## config.mk

```make
export PLATFORM = sky130hd
export DESIGN_NAME = cosdo_node
export DESIGN_NICKNAME = d
export VERILOG_FILES = /design/src/shared/cosdo_pkg.sv /design/src/core/cosdo_node.sv
export SDC_FILE = /design/constraint.sdc
export NUM_CORES = 1
export LEC_CHECK = 0
export ABC_AREA = 0
export BUFFER_PORTS_ARGS = -buffer_cell sky130_fd_sc_hd__buf_2
export CAP_MARGIN = 15
export CORE_AREA = 2 2 287 289
export CTS_CLUSTER_SIZE = 25
export DETAILED_ROUTE_END_ITERATION = 8
export DIE_AREA = 0 0 289 291
export SYNTH_ARGS = -nofsm -noshare
export SYNTH_HDL_FRONTEND = slang
export SYNTH_SLANG_ARGS = --single-unit
```

## constraint.sdc

```tcl
create_clock -name sys_clk -period 16.75 [get_ports sys_clk]
set_input_delay 5.025 -clock sys_clk [delete_from_list [all_inputs] [get_ports sys_clk]]
set_output_delay 5.025 -clock sys_clk [all_outputs]
set_load 0.01 [all_outputs]
```

## src/shared/cosdo_pkg.sv

```systemverilog
// Constants, field layouts and frame carriers for the CANopen SDO node core.
// Assumes a CAN controller outside that hands over whole received frames
// and accepts whole frames for transmission.
package cosdo_pkg;
  localparam logic [10:0] COSDO_RX_BASE = 11'h600;
  localparam logic [10:0] COSDO_TX_BASE = 11'h580;
  localparam logic [7:0] COSDO_CMD_WR16 = 8'h2B;
  localparam logic [7:0] COSDO_CMD_WR_ACK = 8'h60;
  localparam logic [7:0] COSDO_CMD_RD = 8'h40;
  localparam logic [7:0] COSDO_CMD_RD16 = 8'h4B;
  localparam logic [7:0] COSDO_CMD_ABORT = 8'h80;
  localparam logic [15:0] COSDO_IDX_CTRL = 16'h2100;
  localparam logic [15:0] COSDO_IDX_CTRLW = 16'h2101;
  localparam logic [15:0] COSDO_IDX_STAT = 16'h2000;
  localparam logic [15:0] COSDO_IDX_STATW = 16'h2001;
  localparam logic [7:0] COSDO_SUB_FIRST = 8'h03;
  localparam logic [7:0] COSDO_SUB_LAST = 8'h0F;
  localparam logic [7:0] COSDO_SUB_ZERO = 8'h00;
  localparam int COSDO_NVAL = 16;
  localparam logic [6:0] COSDO_MAX_ADDR = 7'h63;
  localparam logic [6:0] COSDO_TEN = 7'h0A;
  localparam logic [31:0] COSDO_ABORT_NOOBJ = 32'h06020000;
  localparam int COSDO_CLK_HZ = 100_000_000;
  localparam int COSDO_BLINK_MS = 200;
  localparam int COSDO_FLASH_MS = 200;
  localparam int COSDO_PAUSE_MS = 1000;
  localparam int COSDO_BLINK_CYC = COSDO_CLK_HZ / 1000 * COSDO_BLINK_MS;
  localparam int COSDO_FLASH_CYC = COSDO_CLK_HZ / 1000 * COSDO_FLASH_MS;
  localparam int COSDO_PAUSE_CYC = COSDO_CLK_HZ / 1000 * COSDO_PAUSE_MS;

  typedef enum logic [2:0]
  {
    COSDO_R1000K = 3'h0, COSDO_R800K = 3'h1, COSDO_R500K = 3'h2, COSDO_R250K = 3'h3,
    COSDO_R125K = 3'h4, COSDO_R100K = 3'h5, COSDO_R50K = 3'h6, COSDO_R20K = 3'h7
  } cosdo_rate_t;

  typedef enum logic [1:0]
  {
    COSDO_NMT_DOWN = 2'h0, COSDO_NMT_STOP = 2'h1, COSDO_NMT_PREOP = 2'h2,
    COSDO_NMT_OPER = 2'h3
  } cosdo_nmt_t;

  typedef struct packed
  {
    logic [10:0] cob_id;
    logic [3:0] dlc;
    logic [63:0] data;
  } cosdo_frame_t;
endpackage

```

## src/core/cosdo_node.sv

```systemverilog
// CANopen SDO server with address and bit-rate selection and status LEDs.
// Assumes frames come from and go to a CAN controller in sys_clk domain;
// tx_ready is the controller's acceptance of the frame on tx_valid.
`timescale 1ns/100ps
module cosdo_node
  import cosdo_pkg::*;
#(
  parameter int BLINK_CYC = COSDO_BLINK_CYC,
  parameter int FLASH_CYC = COSDO_FLASH_CYC,
  parameter int PAUSE_CYC = COSDO_PAUSE_CYC
)
(
  input wire logic sys_clk,
  input wire logic rst,
  input wire logic [2:0] rate_code,
  input wire logic [3:0] addr_sw_high,
  input wire logic [3:0] addr_sw_low,
  input wire logic addr_sw_present,
  input wire logic [6:0] addr_param,
  input wire logic rx_valid,
  input wire cosdo_frame_t rx_frame,
  input wire logic rx_frame_error,
  output logic tx_valid,
  input wire logic tx_ready,
  output cosdo_frame_t tx_frame,
  input wire logic [COSDO_NVAL*16-1:0] return_values,
  input wire logic [15:0] state_word,
  output logic [COSDO_NVAL*16-1:0] set_values,
  output logic [15:0] control_word,
  output logic ctrl_write,
  input wire cosdo_nmt_t nmt_state,
  input wire logic bus_off,
  input wire logic drive_fault,
  output cosdo_rate_t bit_rate,
  output logic [6:0] node_addr,
  output logic addr_error,
  output logic run_led,
  output logic err_led
);
  // Boot latch: settings sampled once after reset release, then frozen
  logic booted;
  logic next_booted;
  cosdo_rate_t next_bit_rate;
  logic [6:0] next_node_addr;
  logic next_addr_error;
  logic [6:0] sw_value;

  always_comb
  begin
    sw_value = addr_sw_present ? COSDO_TEN * {3'h0, addr_sw_high} + {3'h0, addr_sw_low}
                               : 7'h00;
    next_booted = 1'b1;
    next_bit_rate = bit_rate;
    next_node_addr = node_addr;
    next_addr_error = addr_error;
    if (!booted)
    begin
      next_bit_rate = cosdo_rate_t'(rate_code);
      if (sw_value != 7'h00)
      begin
        next_node_addr = sw_value;
      end
      else
      begin
        next_node_addr = addr_param;
      end
      // Digits above nine or a zero address cannot be a valid node id
      next_addr_error = (addr_sw_present && (addr_sw_high > 4'h9 || addr_sw_low > 4'h9))
                        || (sw_value == 7'h00 && (addr_param == 7'h00
                        || addr_param > COSDO_MAX_ADDR));
    end
  end

  always_ff @(posedge sys_clk or posedge rst)
  begin
    if (rst)
    begin
      booted <= 1'b0;
      bit_rate <= COSDO_R1000K;
      node_addr <= 7'h00;
      addr_error <= 1'b0;
    end
    else
    begin
      booted <= next_booted;
      bit_rate <= next_bit_rate;
      node_addr <= next_node_addr;
      addr_error <= next_addr_error;
    end
  end

  // SDO server; one answer held until tx_ready, requests ignored meanwhile
  logic [7:0] rq_cmd;
  logic [15:0] rq_idx;
  logic [7:0] rq_sub;
  logic [15:0] rq_data;
  logic [15:0] rd_value;
  logic rq_hit;
  logic sub_ok;
  logic next_tx_valid;
  cosdo_frame_t next_tx_frame;
  logic [COSDO_NVAL*16-1:0] next_set_values;
  logic [15:0] next_control_word;
  logic next_ctrl_write;

  always_comb
  begin
    rq_cmd = rx_frame.data[7:0];
    rq_idx = rx_frame.data[23:8];
    rq_sub = rx_frame.data[31:24];
    rq_data = rx_frame.data[47:32];
    rq_hit = rx_valid && booted && !tx_valid
             && rx_frame.cob_id == COSDO_RX_BASE + {4'h0, node_addr};
    sub_ok = rq_sub >= COSDO_SUB_FIRST && rq_sub <= COSDO_SUB_LAST;
    // Return value n sits at slice n-1 of return_values, sub-index n+2
    rd_value = return_values[16*(rq_sub[3:0]-4'h3) +: 16];
    next_tx_valid = tx_valid && !tx_ready;
    next_tx_frame = tx_frame;
    next_set_values = set_values;
    next_control_word = control_word;
    next_ctrl_write = 1'b0;
    if (rq_hit)
    begin
      next_tx_valid = 1'b1;
      next_tx_frame.cob_id = COSDO_TX_BASE + {4'h0, node_addr};
      next_tx_frame.dlc = 4'h8;
      next_tx_frame.data = {COSDO_ABORT_NOOBJ, rq_sub, rq_idx, COSDO_CMD_ABORT};
      if (rq_cmd == COSDO_CMD_RD && rq_idx == COSDO_IDX_STAT && sub_ok)
      begin
        next_tx_frame.data = {16'h0000, rd_value, rq_sub, rq_idx, COSDO_CMD_RD16};
      end
      else if (rq_cmd == COSDO_CMD_RD && rq_idx == COSDO_IDX_STATW
               && rq_sub == COSDO_SUB_ZERO)
      begin
        next_tx_frame.data = {16'h0000, state_word, rq_sub, rq_idx, COSDO_CMD_RD16};
      end
      else if (rq_cmd == COSDO_CMD_WR16 && rq_idx == COSDO_IDX_CTRL && sub_ok)
      begin
        next_set_values[16*(rq_sub[3:0]-4'h3) +: 16] = rq_data;
        next_tx_frame.data = {32'h00000000, rq_sub, rq_idx, COSDO_CMD_WR_ACK};
      end
      else if (rq_cmd == COSDO_CMD_WR16 && rq_idx == COSDO_IDX_CTRLW
               && rq_sub == COSDO_SUB_ZERO)
      begin
        next_control_word = rq_data;
        next_ctrl_write = 1'b1;
        next_tx_frame.data = {32'h00000000, rq_sub, rq_idx, COSDO_CMD_WR_ACK};
      end
    end
  end

  always_ff @(posedge sys_clk or posedge rst)
  begin
    if (rst)
    begin
      tx_valid <= 1'b0;
      tx_frame <= '0;
      set_values <= '0;
      control_word <= 16'h0000;
      ctrl_write <= 1'b0;
    end
    else
    begin
      tx_valid <= next_tx_valid;
      tx_frame <= next_tx_frame;
      set_values <= next_set_values;
      control_word <= next_control_word;
      ctrl_write <= next_ctrl_write;
    end
  end

  // LED timing: one free-running blink phase and one flash sequencer per LED
  logic [31:0] blink_cnt;
  logic blink_phase;
  logic [31:0] next_blink_cnt;
  logic next_blink_phase;
  logic [31:0] flash_cnt [2];
  logic [31:0] next_flash_cnt [2];
  logic flash_req [2];
  logic flash_on [2];

  always_comb
  begin
    next_blink_cnt = blink_cnt + 32'h1;
    next_blink_phase = blink_phase;
    if (blink_cnt >= 32'(BLINK_CYC - 1))
    begin
      next_blink_cnt = 32'h0;
      next_blink_phase = !blink_phase;
    end
    flash_req[0] = nmt_state == COSDO_NMT_STOP;
    flash_req[1] = rx_frame_error;
  end

  genvar gi;
  generate
    for (gi = 0; gi < 2; gi++)
    begin : g_flash
      // Dark for PAUSE_CYC then flash for FLASH_CYC; stop state repeats it
      always_comb
      begin
        flash_on[gi] = flash_cnt[gi] != 32'h0 && flash_cnt[gi] <= 32'(FLASH_CYC);
        next_flash_cnt[gi] = flash_cnt[gi];
        if (flash_cnt[gi] != 32'h0)
        begin
          next_flash_cnt[gi] = flash_cnt[gi] - 32'h1;
        end
        else if (flash_req[gi])
        begin
          // Count ends at zero, so one less keeps the dark time at PAUSE_CYC
          next_flash_cnt[gi] = 32'(FLASH_CYC + PAUSE_CYC - 1);
        end
      end

      always_ff @(posedge sys_clk or posedge rst)
      begin
        if (rst)
        begin
          flash_cnt[gi] <= 32'h0;
        end
        else
        begin
          flash_cnt[gi] <= next_flash_cnt[gi];
        end
      end
    end
  endgenerate

  logic next_run_led;
  logic next_err_led;

  always_comb
  begin
    unique case (nmt_state)
      COSDO_NMT_DOWN: next_run_led = 1'b0;
      COSDO_NMT_STOP: next_run_led = flash_on[0];
      COSDO_NMT_PREOP: next_run_led = blink_phase;
      COSDO_NMT_OPER: next_run_led = 1'b1;
    endcase
    if (!booted)
    begin
      next_run_led = 1'b0;
    end
    if (bus_off || drive_fault)
    begin
      next_err_led = 1'b1;
    end
    else if (addr_error)
    begin
      next_err_led = blink_phase;
    end
    else
    begin
      next_err_led = flash_on[1];
    end
  end

  always_ff @(posedge sys_clk or posedge rst)
  begin
    if (rst)
    begin
      blink_cnt <= 32'h0;
      blink_phase <= 1'b0;
      run_led <= 1'b0;
      err_led <= 1'b0;
    end
    else
    begin
      blink_cnt <= next_blink_cnt;
      blink_phase <= next_blink_phase;
      run_led <= next_run_led;
      err_led <= next_err_led;
    end
  end
endmodule // cosdo_node

```

==> out/metrics.cfg <==
[sta]
setup_viol=0
drv_slew=0
max_freq_ghz=0.103
fin_skew_ps=43.6
timing.final.crit_period_ps=9730
worst_pin_slew_ps=1120
fin_crit_sh=0.581
finalHoldViolations=0
timing.final.ws_setup_ps=7020
rsz0062_at_grt=false
fin_tns_setup_ps=0
maxSlewHeadroom=0.252

[place]
placed_cell_area_um2=25900
place_ws_ps=6370
io_buffer_count=705
dp_hpwl_um=69400
gp_congestion=1.01

[clock_network]
cts.htree.levels=2
insertion_delay_ps=620
path_clk_slew_ps=60
postCtsHoldBufs=0
cts_root_buffer=clkbuf_16
clock-sinks=437
cts_tree=done
post_cts_buffers=0
max-clock-path-buffers=3
cts_resized=0
cts_buffers=51

[yosys]
yosysWarningCount=0
ys_seq_elements=437
syn_area_um2=21200
syn_area_per_cell_um2=11.4
synthCells=1859
synth.most_common_cell=dfrtp_1
yosysSeqAreaShare=0.516
synthArstFlopShare=1.00
yosysUniqueCellTypes=73
synth_flop_cell=dfrtp_1
yosysTopAreaCell=dfrtp_1
yosysTopAreaCellShare=0.516
synth_edf_count=0
yosys-top-cells-count=437 x dfrtp_1, 234 x nand2_1, 177 x mux2_2, 131 x o21ai_0, 96 x nor2_1
netlist_top_cells_area=dfrtp_1 52%, mux2_2 9.4%, mux4_2 6.7%

[route]
drt_iter0_markers=1153
postRouteAntennaNets=0
vias_per_cell=4.86
routedWlPerCell_um=24.2
drc=0
drt_pre_antenna_iters=5
wl_um=89100
num_vias=17896

[global_route]
grt_start_max_net_pins=177
grtUsageTotal=0.205
grt_first_pass_wirelength_um=126000
grt_pass1_vias=17662
grt_remaining_overflow=0
grt_antenna_before_repair=33

[worst_setup_path]
cp-endpoint=set_values[99]
start_kind=primary input
critPathCaptureType=register
arrival_ps=10200
r2r-start=booted
ff2ff_setup_slack_ps=11920
startpoint=rx_frame[24]
r2r_end=set_values[116]
cp_max_fo=49
r2r_cells=7
cp.required_ps=17230
criticalPathCategory=in -> reg

[finish]
nNetsFinal=2959
layout-drive-gt1-share=0.424
syn_to_final_growth_pct=30.7
fin_util=0.341
final_area_um2=27700

[die]
die_h_um=291
rows=105
io_pins=745
initial_utilization=0.261
core_region_area_um2=81200
dieArea_um2=84100
fp.dieW_um=289

[hold_path]
hp-class=reg -> reg

[flow_run]
drv_cap=0

[pwr]
power.total_mw=2.53
vdd_drop_max_v=0.0000718
leakage_nw=14.2
power_density_nw_per_um2=91.4

[status]
status=completed

==> stage by stage <==
stage	hold WS (ps)	std cells
6_report	463	3686
5_1_grt	477	3674
3_3_place_gp	449	3574
4_1_cts	468	3667
2_1_floorplan	433	1884
3_5_place_dp	456	3574
==> routing by layer <==
| layer | up-vias | part of all wire | GRT usage | routed length (um) |
|---|---|---|---|---|
| met1 | 9038 | 0.45 | 0.293 | 40200 |
| met4 | 0 | 0.026 | 0.0639 | 2360 |
| met3 | 136 | 0.071 | 0.0351 | 6310 |
| li1 | 8033 | - | - | - |
| met5 | - | 0 | 0 | 0 |
| met2 | 689 | 0.45 | 0.315 | 40200 |
==> layout make-up <==
| cell class | count | area, um2 |
|---|---|---|
| timing repair buffer | 730 | 3740 |
| antenna | 19 | 47.5 |
| multi-input combinational | 1288 | 9700 |
| inverter | 49 | 188 |
| tap | 1070 | 1340 |
| sequential | 437 | 10900 |
| clock inverter | 29 | 334 |
| fill | 8297 | 53500 |
| clock buffer | 64 | 1390 |
==> layout by cell type (no fill, tap or decap), drive strengths merged, types with 21 or more instances in the layout <==
master and instances:
buf 730, dfrtp 437, nand2 235, mux2 177, o21ai 131, nor2 99, nand3 67, clkbuf 64
mux4 63, mux2i 54, inv 49, xor2 47, a21oi 43, nor3 41, nor4 33, nor2b 28
conb 27, xnor2 25, clkinv 22, ha 21
==> state kept, by name (all words and copies together), names as in the netlist, 3 cells and up <==
name          cells
tx_frame         52
node_addr         7
control_word     16
blink_cnt        32
flash_cnt        64
set_values      256
bit_rate          3
==> kinds of logic (layout without fill, tap and decap cells) <==
kind of cell / Yosys count / after routing / share of synthesized area
other cells: 2 / 46 / 0.000355
compound gates: 246 / 246 / 0.0691
simple gates: 626 / 626 / 0.148
xor+xnor: 72 / 72 / 0.0310
buf+inv: 159 / 872 / 0.0349
mux: 294 / 294 / 0.187
flops: 437 / 437 / 0.516
fa+ha+maj: 23 / 23 / 0.0143
==> worst min-delay path by stage <==
| stage | startpoint | endpoint | slack [ps] | cells after the start |
|---|---|---|---|---|
| floorplan | blink_cnt[0] | blink_cnt[0] | 430 | 1 |
| global placement | tx_frame[6] | tx_frame[6] | 450 | 2 |
| detailed placement | flash_cnt[60] | flash_cnt[60] | 460 | 1 |
| CTS | flash_cnt[60] | flash_cnt[60] | 470 | 1 |
| global route | flash_cnt[28] | flash_cnt[28] | 480 | 1 |
| finish | flash_cnt[28] | flash_cnt[28] | 460 | 1 |
==> power breakdown <==
part	switching, mW	leakage, nW	total [mW]	internal (mW)
clock network	0.492	0.849	1.15	0.655
registers	0.0245	5.79	1.10	1.07
logic	0.165	7.52	0.285	0.119
total	0.682	14.2	2.53	1.85
==> worst max-delay path: stages <==
cell and delay, ps:
buf_2 80, buf_4 480, inv_1 340, ha_4 350, buf_4 610, nor2_1 80, buf_4 260, nand3_1 120
ha_1 250, nor4bb_1 440, and3_1 280, o2111ai_1 140, nor4_1 360, nand3_1 550, buf_4 450, mux2_2 290
(Power assumes the default switching activity.)
